--- src/hdl/ptd_pkg.sv ---
// ptd_pkg: shared constants and types for the potentiometer transfer command decoder.
// assumes a single 10 MHz system clock; serial pins arrive asynchronously.
package ptd_pkg;

	// clock and timing
	localparam int PTD_CLK_PERIOD_NS = 100;
	localparam int PTD_NV_WRITE_TIME_US = 5000;
	localparam int PTD_NV_WRITE_CYCLES = (PTD_NV_WRITE_TIME_US * 1000 + PTD_CLK_PERIOD_NS - 1) / PTD_CLK_PERIOD_NS;

	// geometry
	localparam int PTD_NUM_CH = 4;
	localparam int PTD_NUM_SLOTS = 4;
	localparam int PTD_WIPER_W = 8;

	// serial frame layout
	localparam logic [2:0] PTD_BIT_FIRST = 3'h0;
	localparam logic [2:0] PTD_BIT_LAST = 3'h7;
	localparam logic [5:0] PTD_ADDR_PREFIX = 6'h14;
	localparam logic [3:0] PTD_OP_GSTORE = 4'h8;
	localparam logic [3:0] PTD_OP_STORE = 4'hE;
	localparam logic [3:0] PTD_OP_RECALL = 4'hD;
	localparam logic [3:0] PTD_OP_GRECALL = 4'h1;
	localparam logic [3:0] PTD_OP_STEP = 4'h2;
	localparam logic [7:0] PTD_STATUS_CMD = 8'h51;
	localparam logic [1:0] PTD_FIELD_ZERO = 2'h0;
	localparam logic [6:0] PTD_STATUS_PAD = 7'h00;

	// reset and limit values
	localparam logic [7:0] PTD_WIPER_RESET = 8'h00;
	localparam logic [7:0] PTD_WIPER_MIN = 8'h00;
	localparam logic [7:0] PTD_WIPER_MAX = 8'hFF;

	// serial pins as seen by the device
	typedef struct packed {
		logic cs_n;
		logic sck;
		logic si;
		logic addr_select_hi;
		logic addr_select_lo;
	} ptd_pins_t;

	localparam ptd_pins_t PTD_PINS_IDLE = '{cs_n: 1'b1, sck: 1'b0, si: 1'b0, addr_select_hi: 1'b0, addr_select_lo: 1'b0};

	// serial output pin pair
	typedef struct packed {
		logic so;
		logic so_oe;
	} ptd_sout_t;

	typedef logic [PTD_NUM_CH-1:0][PTD_WIPER_W-1:0] ptd_wipers_t;
	typedef logic [PTD_NUM_CH-1:0][PTD_NUM_SLOTS-1:0][PTD_WIPER_W-1:0] ptd_slots_t;

	// frame states, one-hot
	typedef enum logic [5:0] {
		PTD_ST_IDLE = 6'h01,
		PTD_ST_ADDR = 6'h02,
		PTD_ST_INSTR = 6'h04,
		PTD_ST_STEP = 6'h08,
		PTD_ST_STAT = 6'h10,
		PTD_ST_SKIP = 6'h20
	} ptd_state_t;

endpackage

--- src/hdl/ptd_decoder.sv ---
// ptd_decoder: serial command decoder moving wiper settings between live wipers and saved slots.
// assumes the host serial clock is well below a quarter of clk_in so every edge is sampled.
//
// Functional notes
// - global store copies all wipers to slot
// - single store copies one wiper to slot
// - single recall loads slot into one wiper
// - step frame: each later bit steps wiper
// - nonvolatile write starts only after frame ends
// - global recall loads slot into every wiper
// - bit high steps up, low steps down
// - status byte reports write in progress bit0
`timescale 1ns/100ps
`default_nettype none
module ptd_decoder
	import ptd_pkg::*;
#(
	parameter int NV_WRITE_CYCLES = PTD_NV_WRITE_CYCLES
) (
	// clock, reset, enable
	input wire logic clk_in,
	input wire logic reset_n_in,
	input wire logic ce_in,
	// serial pins and address straps
	input wire ptd_pins_t pins_in,
	// serial output
	output ptd_sout_t sout_out,
	// wiper positions and write status
	output ptd_wipers_t wiper_position_reg_out,
	output logic write_in_progress_out
);

	localparam int TW = $clog2(NV_WRITE_CYCLES + 1);
	localparam logic [TW-1:0] TIMER_LOAD = TW'(NV_WRITE_CYCLES);
	localparam logic [TW-1:0] TIMER_ONE = TW'(1);

	typedef struct packed {
		ptd_state_t fsm;
		logic [2:0] bit_cnt;
		logic [7:0] shift;
		logic [7:0] out_sh;
		logic so_oe;
		logic sck_prev;
		logic pend_store;
		logic pend_global;
		logic [1:0] pend_slot;
		logic [1:0] pend_ch;
		logic write_in_progress;
		logic [TW-1:0] timer;
		ptd_wipers_t wiper;
		ptd_slots_t slots;
	} ptd_core_t;

	localparam ptd_core_t CORE_RESET = '{
		fsm: PTD_ST_IDLE,
		bit_cnt: PTD_BIT_FIRST,
		shift: 8'h00,
		out_sh: 8'h00,
		so_oe: 1'b0,
		sck_prev: 1'b0,
		pend_store: 1'b0,
		pend_global: 1'b0,
		pend_slot: 2'h0,
		pend_ch: 2'h0,
		write_in_progress: 1'b0,
		timer: '0,
		wiper: {PTD_NUM_CH{PTD_WIPER_RESET}},
		slots: {(PTD_NUM_CH * PTD_NUM_SLOTS){PTD_WIPER_RESET}}
	};

	// saturating one-segment move
	function automatic logic [7:0] ptd_step(input logic [7:0] pos, input logic up);
		logic [7:0] res;
		res = pos;
		if (up && pos != PTD_WIPER_MAX) begin
			res = pos + 8'h01;
		end else if (!up && pos != PTD_WIPER_MIN) begin
			res = pos - 8'h01;
		end
		return res;
	endfunction

	logic [$bits(ptd_pins_t)-1:0] pins_raw;
	ptd_pins_t pins;
	ptd_core_t r;
	ptd_core_t n;
	logic sck_rise;
	logic sck_fall;
	logic byte_done;
	logic [7:0] byte_nxt;

	// pins come from the host, so resynchronise them first
	ptd_sync #(
		.WIDTH($bits(ptd_pins_t)),
		.RESET_VAL(PTD_PINS_IDLE)
	) u_sync (
		.clk_in(clk_in),
		.reset_n_in(reset_n_in),
		.ce_in(ce_in),
		.d_in(pins_in),
		.q_out(pins_raw)
	);

	assign pins = ptd_pins_t'(pins_raw);

	// edge detection on the synchronised serial clock
	assign sck_rise = pins.sck & ~r.sck_prev;
	assign sck_fall = ~pins.sck & r.sck_prev;
	assign byte_nxt = {r.shift[6:0], pins.si};
	assign byte_done = sck_rise && (r.bit_cnt == PTD_BIT_LAST);

	// next-state logic for the whole block
	always_comb begin
		n = r;
		n.sck_prev = pins.sck;
		// write timer runs independently of the serial frame
		if (r.write_in_progress) begin
			if (r.timer <= TIMER_ONE) begin
				n.write_in_progress = 1'b0;
				n.timer = '0;
			end else begin
				n.timer = r.timer - TIMER_ONE;
			end
		end
		if (pins.cs_n) begin
			// frame closed: a pending store commits now and starts the write
			if (r.pend_store) begin
				for (int ch = 0; ch < PTD_NUM_CH; ch++) begin
					if (r.pend_global || r.pend_ch == 2'(ch)) begin
						n.slots[ch][r.pend_slot] = r.wiper[ch];
					end
				end
				n.write_in_progress = 1'b1;
				n.timer = TIMER_LOAD;
			end
			n.pend_store = 1'b0;
			n.fsm = PTD_ST_IDLE;
			n.bit_cnt = PTD_BIT_FIRST;
			n.so_oe = 1'b0;
		end else begin
			unique case (r.fsm)
				PTD_ST_IDLE: begin
					n.fsm = PTD_ST_ADDR;
					n.bit_cnt = PTD_BIT_FIRST;
				end
				PTD_ST_ADDR: begin
					if (sck_rise) begin
						n.shift = byte_nxt;
						n.bit_cnt = r.bit_cnt + 3'h1;
					end
					if (byte_done) begin
						// prefix and both address select bits must match
						if (byte_nxt == {PTD_ADDR_PREFIX, pins.addr_select_hi, pins.addr_select_lo}) begin
							n.fsm = PTD_ST_INSTR;
						end else begin
							n.fsm = PTD_ST_SKIP;
						end
					end
				end
				PTD_ST_INSTR: begin
					if (sck_rise) begin
						n.shift = byte_nxt;
						n.bit_cnt = r.bit_cnt + 3'h1;
					end
					if (byte_done) begin
						n.fsm = PTD_ST_SKIP;
						n.pend_slot = byte_nxt[3:2];
						n.pend_ch = byte_nxt[1:0];
						if (byte_nxt == PTD_STATUS_CMD) begin
							n.fsm = PTD_ST_STAT;
							n.so_oe = 1'b1;
							n.out_sh = {PTD_STATUS_PAD, r.write_in_progress};
						end else if (byte_nxt[7:4] == PTD_OP_GSTORE && byte_nxt[1:0] == PTD_FIELD_ZERO) begin
							n.pend_store = ~r.write_in_progress;
							n.pend_global = 1'b1;
						end else if (byte_nxt[7:4] == PTD_OP_STORE) begin
							n.pend_store = ~r.write_in_progress;
							n.pend_global = 1'b0;
						end else if (byte_nxt[7:4] == PTD_OP_RECALL) begin
							n.wiper[byte_nxt[1:0]] = r.slots[byte_nxt[1:0]][byte_nxt[3:2]];
						end else if (byte_nxt[7:4] == PTD_OP_GRECALL && byte_nxt[1:0] == PTD_FIELD_ZERO) begin
							for (int ch = 0; ch < PTD_NUM_CH; ch++) begin
								n.wiper[ch] = r.slots[ch][byte_nxt[3:2]];
							end
						end else if (byte_nxt[7:4] == PTD_OP_STEP && byte_nxt[3:2] == PTD_FIELD_ZERO) begin
							n.fsm = PTD_ST_STEP;
						end
					end
				end
				PTD_ST_STEP: begin
					// every sampled bit until the frame ends moves the wiper one step, except a step down at PTD_WIPER_MIN or a step up at PTD_WIPER_MAX, which holds
					if (sck_rise) begin
						n.wiper[r.pend_ch] = ptd_step(r.wiper[r.pend_ch], pins.si);
					end
				end
				PTD_ST_STAT: begin
					// count read clocks; the instruction's own last fall must not shift, or bit 7 is lost
					if (sck_rise) begin
						n.bit_cnt = r.bit_cnt + 3'h1;
					end
					// status byte leaves msb first, shifted on the falls after each read clock
					if (sck_fall && r.bit_cnt != PTD_BIT_FIRST) begin
						n.out_sh = {r.out_sh[6:0], 1'b0};
					end
				end
				PTD_ST_SKIP: begin
					n.fsm = PTD_ST_SKIP;
				end
				default: begin
					n.fsm = PTD_ST_IDLE;
				end
			endcase
		end
	end

	// single state register, frozen while the enable is low
	always_ff @(posedge clk_in or negedge reset_n_in) begin
		if (!reset_n_in) begin
			r <= CORE_RESET;
		end else if (ce_in) begin
			r <= n;
		end
	end

	// outputs straight from state
	assign sout_out = '{so: r.out_sh[7], so_oe: r.so_oe};
	assign wiper_position_reg_out = r.wiper;
	assign write_in_progress_out = r.write_in_progress;

endmodule
`default_nettype wire

--- src/hdl/ptd_sync.sv ---
// ptd_sync: two-flop synchroniser for a bundle of asynchronous pins.
// assumes each bit is an independent level; no bus coherence is promised.
`timescale 1ns/100ps
`default_nettype none
module ptd_sync #(
	parameter int WIDTH = 1,
	parameter logic [WIDTH-1:0] RESET_VAL = '0
) (
	// clock, reset, enable
	input wire logic clk_in,
	input wire logic reset_n_in,
	input wire logic ce_in,
	// pins and synchronised copy
	input wire logic [WIDTH-1:0] d_in,
	output logic [WIDTH-1:0] q_out
);

	logic [WIDTH-1:0] meta_r;
	logic [WIDTH-1:0] q_r;

	// first stage feeds only the second stage
	always_ff @(posedge clk_in or negedge reset_n_in) begin
		if (!reset_n_in) begin
			meta_r <= RESET_VAL;
			q_r <= RESET_VAL;
		end else if (ce_in) begin
			meta_r <= d_in;
			q_r <= meta_r;
		end
	end

	assign q_out = q_r;

endmodule
`default_nettype wire

--- config.mk ---
export PLATFORM = sky130hd
export DESIGN_NAME = ptd_decoder
export DESIGN_NICKNAME = d
export VERILOG_FILES = /design/src/hdl/ptd_pkg.sv /design/src/hdl/ptd_decoder.sv /design/src/hdl/ptd_sync.sv
export SDC_FILE = /design/constraint.sdc
export NUM_CORES = 1
export LEC_CHECK = 0
export ABC_AREA = 0
export BUFFER_PORTS_ARGS = -buffer_cell sky130_fd_sc_hd__buf_2
export CAP_MARGIN = 20
export CORE_MARGIN = 1
export CORE_UTILIZATION = 40
export CTS_CLUSTER_DIAMETER = 80
export DETAILED_ROUTE_END_ITERATION = 7
export PLACE_DENSITY = 0.64
export SYNTH_ARGS = -nofsm -noshare
export SYNTH_HDL_FRONTEND = slang
export SYNTH_SLANG_ARGS = --single-unit
--- constraint.sdc ---
create_clock -name clk_in -period 4.54 [get_ports clk_in]
set_input_delay 0.454 -clock clk_in [delete_from_list [all_inputs] [get_ports clk_in]]
set_output_delay 0.454 -clock clk_in [all_outputs]
set_load 0.03 [all_outputs]
* After elaboration in Yosys (flattened, before gate mapping)
Index checks and enable logic that the tools add are counted.
** Word-level totals
- Word-level logic and storage cells :: 198
- Register bits :: 220
- Output and inout bits :: 35
- Input bits :: 8
** Operators by class
- $add $sub $neg :: 4
- Equal/unequal tests :: 32
- Bitwise gates (word level) :: 7
- $lt $le $gt $ge :: 8
- Mux-type cells :: 70
- Reductions and logical operators :: 43
** Operators by type and width (count)
- 32-bit 2-to-1 mux :: 8
- 32-bit bitwise mux :: 6
- 8-bit 2-to-1 mux :: 15
- 8-bit binary-select mux with 2-bit select :: 6
- 6-bit 2-to-1 mux :: 11
- 32-bit binary-select mux with 2-bit select :: 1
- 32-bit one-hot mux with 2 select lines :: 1
- 17-bit 2-to-1 mux :: 3
- 8-bit demux with 2-bit select :: 3
- 4-bit AND reduction :: 9
- 6-bit one-hot mux with 5 select lines :: 1
- 9-bit 2-to-1 mux :: 3
- 16-bit by 1-bit less-or-equal comparator with 1-bit output (second input constant) :: 1
- 16-bit 2-to-1 mux :: 1
- 8-bit one-hot mux with 2 select lines :: 1
- 16-bit by 1-bit subtractor with 16-bit output (second input constant) :: 1
- 2-bit inequality test (second input constant) :: 7
- 4-bit equality test (second input constant) :: 3
- 2-bit by 3-bit < comparator with 1-bit output (second input constant) :: 4
- 6-bit AND reduction :: 2
- 2-bit nonzero test :: 6
- 11-bit 2-to-1 mux :: 1
- 1-bit logical AND :: 10
- 3-bit by 2-bit inequality test with 1-bit output (second input constant) :: 3
- 36 further kinds :: 57

* Logic depth before layout (Yosys ltp)
- Depth after elaboration :: 12
- Depth in mapped cells :: 10
- Depth with buffers taken out :: 8

* Cells and area by module
Synthesis repeated with hierarchy kept, for this count alone.
** Second synthesis, totals
- Cells, all modules :: 1032
- Area, all modules :: 11887.7 um2
** By module, submodules not included
- ptd_decoder :: instances 1, area an instance 11473.5 um2, seq. area each 5231.3 um2, cells each 1011
- ptd_sync :: instances 1, area an instance 414.1 um2, seq. area each 252.7 um2, cells each 21

* Worst setup path after synthesis
No wires, ideal clock.
- Kind :: flip-flop to flip-flop
- Start :: register r[177] (netlist bit)
- End :: register r, in the netlist wiper_position_reg_out[13]
- Data arrival time :: 2628 ps
- Library setup time :: 130 ps
- Stages on the path, launching flop included :: 11
- Setup slack :: 1782 ps
- Path buffers :: 2
- Required time :: 4410 ps
- Clock period less this slack :: 2758 ps
- Path through :: dfrtp_1 buf_6 buf_2 mux4_2 inv_1 ha_1 or3b_1 or2_1 a32oi_1 xor2_1 o21ai_1
** On the way
- Cells in the longest elaborated chain, start to end :: 12
- Elaborated cells between the ends (all ways) :: 21
- Those cells by class :: 2 x add/sub; 2 x order compare; 1 x eq/ne; 12 x mux; 4 x reduce/logical
** Ends and longest elaborated chain
- from (decl) :: line ptd_decoder.sv:85 : ptd_core_t r;
- from (signal assigned) :: line ptd_decoder.sv:221 : r <= n;
- branches (longest 9 deep; another with 8-bit by 1-bit subtractor with 8-bit output)
- 32-bit bitwise mux * :: line ptd_decoder.sv:193 : n.wiper[r.pend_ch] = ptd_step(r.wiper[r.pend_ch], pins.si);
- 32-bit 2-to-1 mux * :: line ptd_decoder.sv:192 : if (sck_rise) begin
- 32-bit one-hot mux with 2 select lines * :: line ptd_decoder.sv:141 : unique case (r.fsm)
Every way passes the cells marked *. The select of a mux whose other input is x is not followed.
A chain may end at the register's enable or synchronous reset.

* Worst setup path after layout
- Start :: register r[177] (netlist bit)
- End :: register r, in the netlist wiper_position_reg_out[29]
Same word-level chain as after synthesis.

==> run summary <==
WL per Instance -> 20.34 um
Syn. warnings -> 0
Sum Neg Setup Slack -> 0 ns
CTS clock-pin slew for the worst setup and hold paths -> 0.07 ns
Inst Count DP -> 1,336
Layout cell share with drive strength beyond 1 -> 30.35%
Worst relative slew slack -> 38.46%
Fin cells -> 1,383
Layout Nets -> 1,002
Synth unique cells -> 67
Via count -> 8,061
Reg area -> 5485 sq um
Pwr Total -> 4.706 mW
Post-CTS Repair Setup Buffers -> 0
Final worst-path setup slack -> 1.221 ns
Max Clock Freq -> 0.3013 GHz
DP HPWL -> 19,410 um
CP Launch Type -> flop
Die Width -> 171.3 um
Cell Rows -> 61
Synth top cells by count -> 216 x dfrtp_1, 163 x mux2_2, 81 x nand2_1
Maxcap violations -> 0
DIE AREA -> 29,330 sq um
Worst-Margin Slew -> 0.9231 ns
Cell Area, Synth -> 11,460 sq um
WHS -> 0.1507 ns
Async set-reset flop share out of synthesis -> 100.0%
Core ar. -> 28,010 sq um
Post-synth EDFFs -> 0
Clock root buffer -> clkbuf_16
Sequential area share after synthesis -> 47.85%
Worst EP required -> 4.94 ns
Iteration-0 DRC Markers -> 726
Clk_skew -> 0.01249 ns
Area leader, netlist -> dfrtp_1
Top cells by area, synth -> dfrtp_1 47%, mux2_2 16%, mux4_2 5.5%, mux2i_1 3.3%, nand2_1 2.7%
WL final -> 28,130 um
Area occupied by multi-input gates -> 5463 sq um
CTS H-tree depth -> 1
Num CTS Buffers -> 25
Vias in the first global route -> 7,869
Final instance area -> 12,640 sq um
Most numerous cell in the Yosys netlist -> dfrtp_1
Post-synth top area share -> 47.17%
Port Buffer Count -> 42
Initial antenna violation count -> 0
CP Capture Type -> flop
Layout fillers -> 2,622
Final Util -> 45.12%
Final setup viols -> 0
Overflow after GRT -> 0
Post-layout minimum cycle time -> 3.319 ns
Crit-path max FO -> 16
Area grow syn2layout -> 10.30%
Max clock buf depth -> 3
Largest net degree at the start of global routing -> 132
Post-DP Area -> 11,800 sq um
Vias per std cell -> 5.829
Worst hold path class -> in -> reg
Fin. Hold Viols -> 0
Final period util -> 73.10%
Drt first pass iters -> 5
Diodes inserted -> 0
Most used DFF post-synth -> dfrtp_1
Die Y -> 171.3 um
Boundary Pins -> 43
Post-DRT Antenna Nets -> 0
Total track usage -> 19.84%
Synthesized net count -> 1,003
Gpl congestion -> 0.9196
Syn Area/Cell -> 11.61 sq um
Yosys reg bits -> 219
Maximum vdd ir drop -> 0.2775 mV
Clock latency on the worst-skew pair -> 0.53 ns
DRC viols -> 0
Slew Limit Fails -> 0
Critical path type -> reg -> reg
First-pass GRT wire length -> 45,370 um
CP arrival -> 3.71 ns
Pre-CTS setup slack -> 1.302 ns
Initial Utilization -> 40.91%
Status -> completed
RSZ-0062 raised after global routing -> no
Pwr/cell area -> 372.3 nW/um^2
Clock sinks -> 219
Leak -> 5.684 nW
CTS tree -> built
Syn Inst Count -> 987
[what timing repair did]
action / in CTS / in global routing
setup endpoints to repair: 0 / 0
resized for setup: 0 / 0
hold endpoints to repair: 75 / 0
hold buffers: 1 / 0
[logic make-up (layout without fill, tap and decap cells)]
family / Yosys count / after routing / share of synthesized area, %
compound gates: 170 / 170 / 10.02
xor+xnor: 9 / 9 / 0.6878
fa+ha+maj: 8 / 8 / 0.8735
buf+inv: 100 / 118 / 4.553
flops: 219 / 219 / 47.85
mux: 229 / 229 / 24.84
simple gates: 252 / 252 / 11.17
[registers in the layout, indices dropped and copies added, names as in the netlist]
| register | count |
|---|---|
| r | 167 |
| wiper_position_reg_out | 32 |
| byte_nxt | 7 |
| u_sync.meta_r | 5 |
| u_sync.q_out | 5 |
| sout_out | 2 |
| write_in_progress_out | 1 |
[per-layer routing]
layer	GRT usage (%)	vias up	share of wire, %
met1	28.78	4114	46
met2	30.86	246	46
li1	-	3655	-
met4	5.629	0	2.1
met5	0	-	0
met3	2.807	46	5.7
[where the power goes]
group,internal (mW),switching [mW]
Combinational,0.204,0.320
Sequential,2.04,0.120
Clock,1.20,0.826
Total,3.44,1.27
[layout make-up]
type	instances	area share, %
Tap cell	378	3.742
Clock buffer	33	5.504
Multi-Input combinational cell	668	43.22
Timing Repair Buffer	52	2.455
Inverter	20	0.5939
Clock inverter	13	1.089
Sequential cell	219	43.40
[final timing paths]
path / cells after the start / end / slack [ns] / start
hold reg to reg: 2 / r[52]$_DFFE_PN0P_ / 0.49 / r[52]$_DFFE_PN0P_
setup / recovery: 8 / wiper_position_reg_out[29]$_DFFE_PN0P_ / 1.22 / r[177]$_DFFE_PN0P_
hold / removal: 2 / u_sync.meta_r[3]$_DFFE_PN0P_ / 0.15 / pins_in[3]
setup reg to reg: 8 / wiper_position_reg_out[29]$_DFFE_PN0P_ / 1.22 / r[177]$_DFFE_PN0P_
max in group asynchronous: 3 / r[42]$_DFFE_PN0P_ / 2.87 / reset_n_in
min in group asynchronous: 2 / r[169]$_DFFE_PN0P_ / 0.51 / reset_n_in
[critical path, stage by stage, from the launching register on]
cell	delay, ns
dfrtp_1	0.79
mux4_2	0.67
inv_1	0.11
ha_1	0.17
or3b_1	0.42
or2_1	0.26
a32oi_1	0.20
xor2_1	0.41
o21ai_1	0.15
[layout by cell type (no fill, tap or decap), types with 5 or more instances in the layout]
master / netlist / final
a22oi_1: 16 / 16
and2_1: 6 / 6
clkinv_2: 0 / 5
and3_1: 5 / 5
nand3_1: 18 / 18
o21ai_1: 7 / 7
a32oi_1: 6 / 6
buf_2: 9 / 41
o41ai_1: 8 / 8
or4_1: 5 / 5
nor3_1: 16 / 16
xnor2_1: 5 / 5
nor2b_1: 16 / 16
dfrtp_1: 216 / 215
nand2b_1: 10 / 10
nor2_1: 48 / 48
buf_4: 34 / 8
o31ai_1: 6 / 6
or3_1: 10 / 10
o22ai_1: 9 / 9
o21ai_0: 49 / 49
nand4_1: 6 / 6
inv_1: 20 / 20
mux4_2: 28 / 28
o221ai_1: 6 / 6
a21oi_1: 23 / 23
a22o_1: 5 / 5
nor4_1: 7 / 7
ha_1: 8 / 8
clkbuf_16: 0 / 25
mux2_2: 163 / 163
mux2i_1: 38 / 38
nand2_1: 81 / 81
Power figures use the tool's default switching activity.
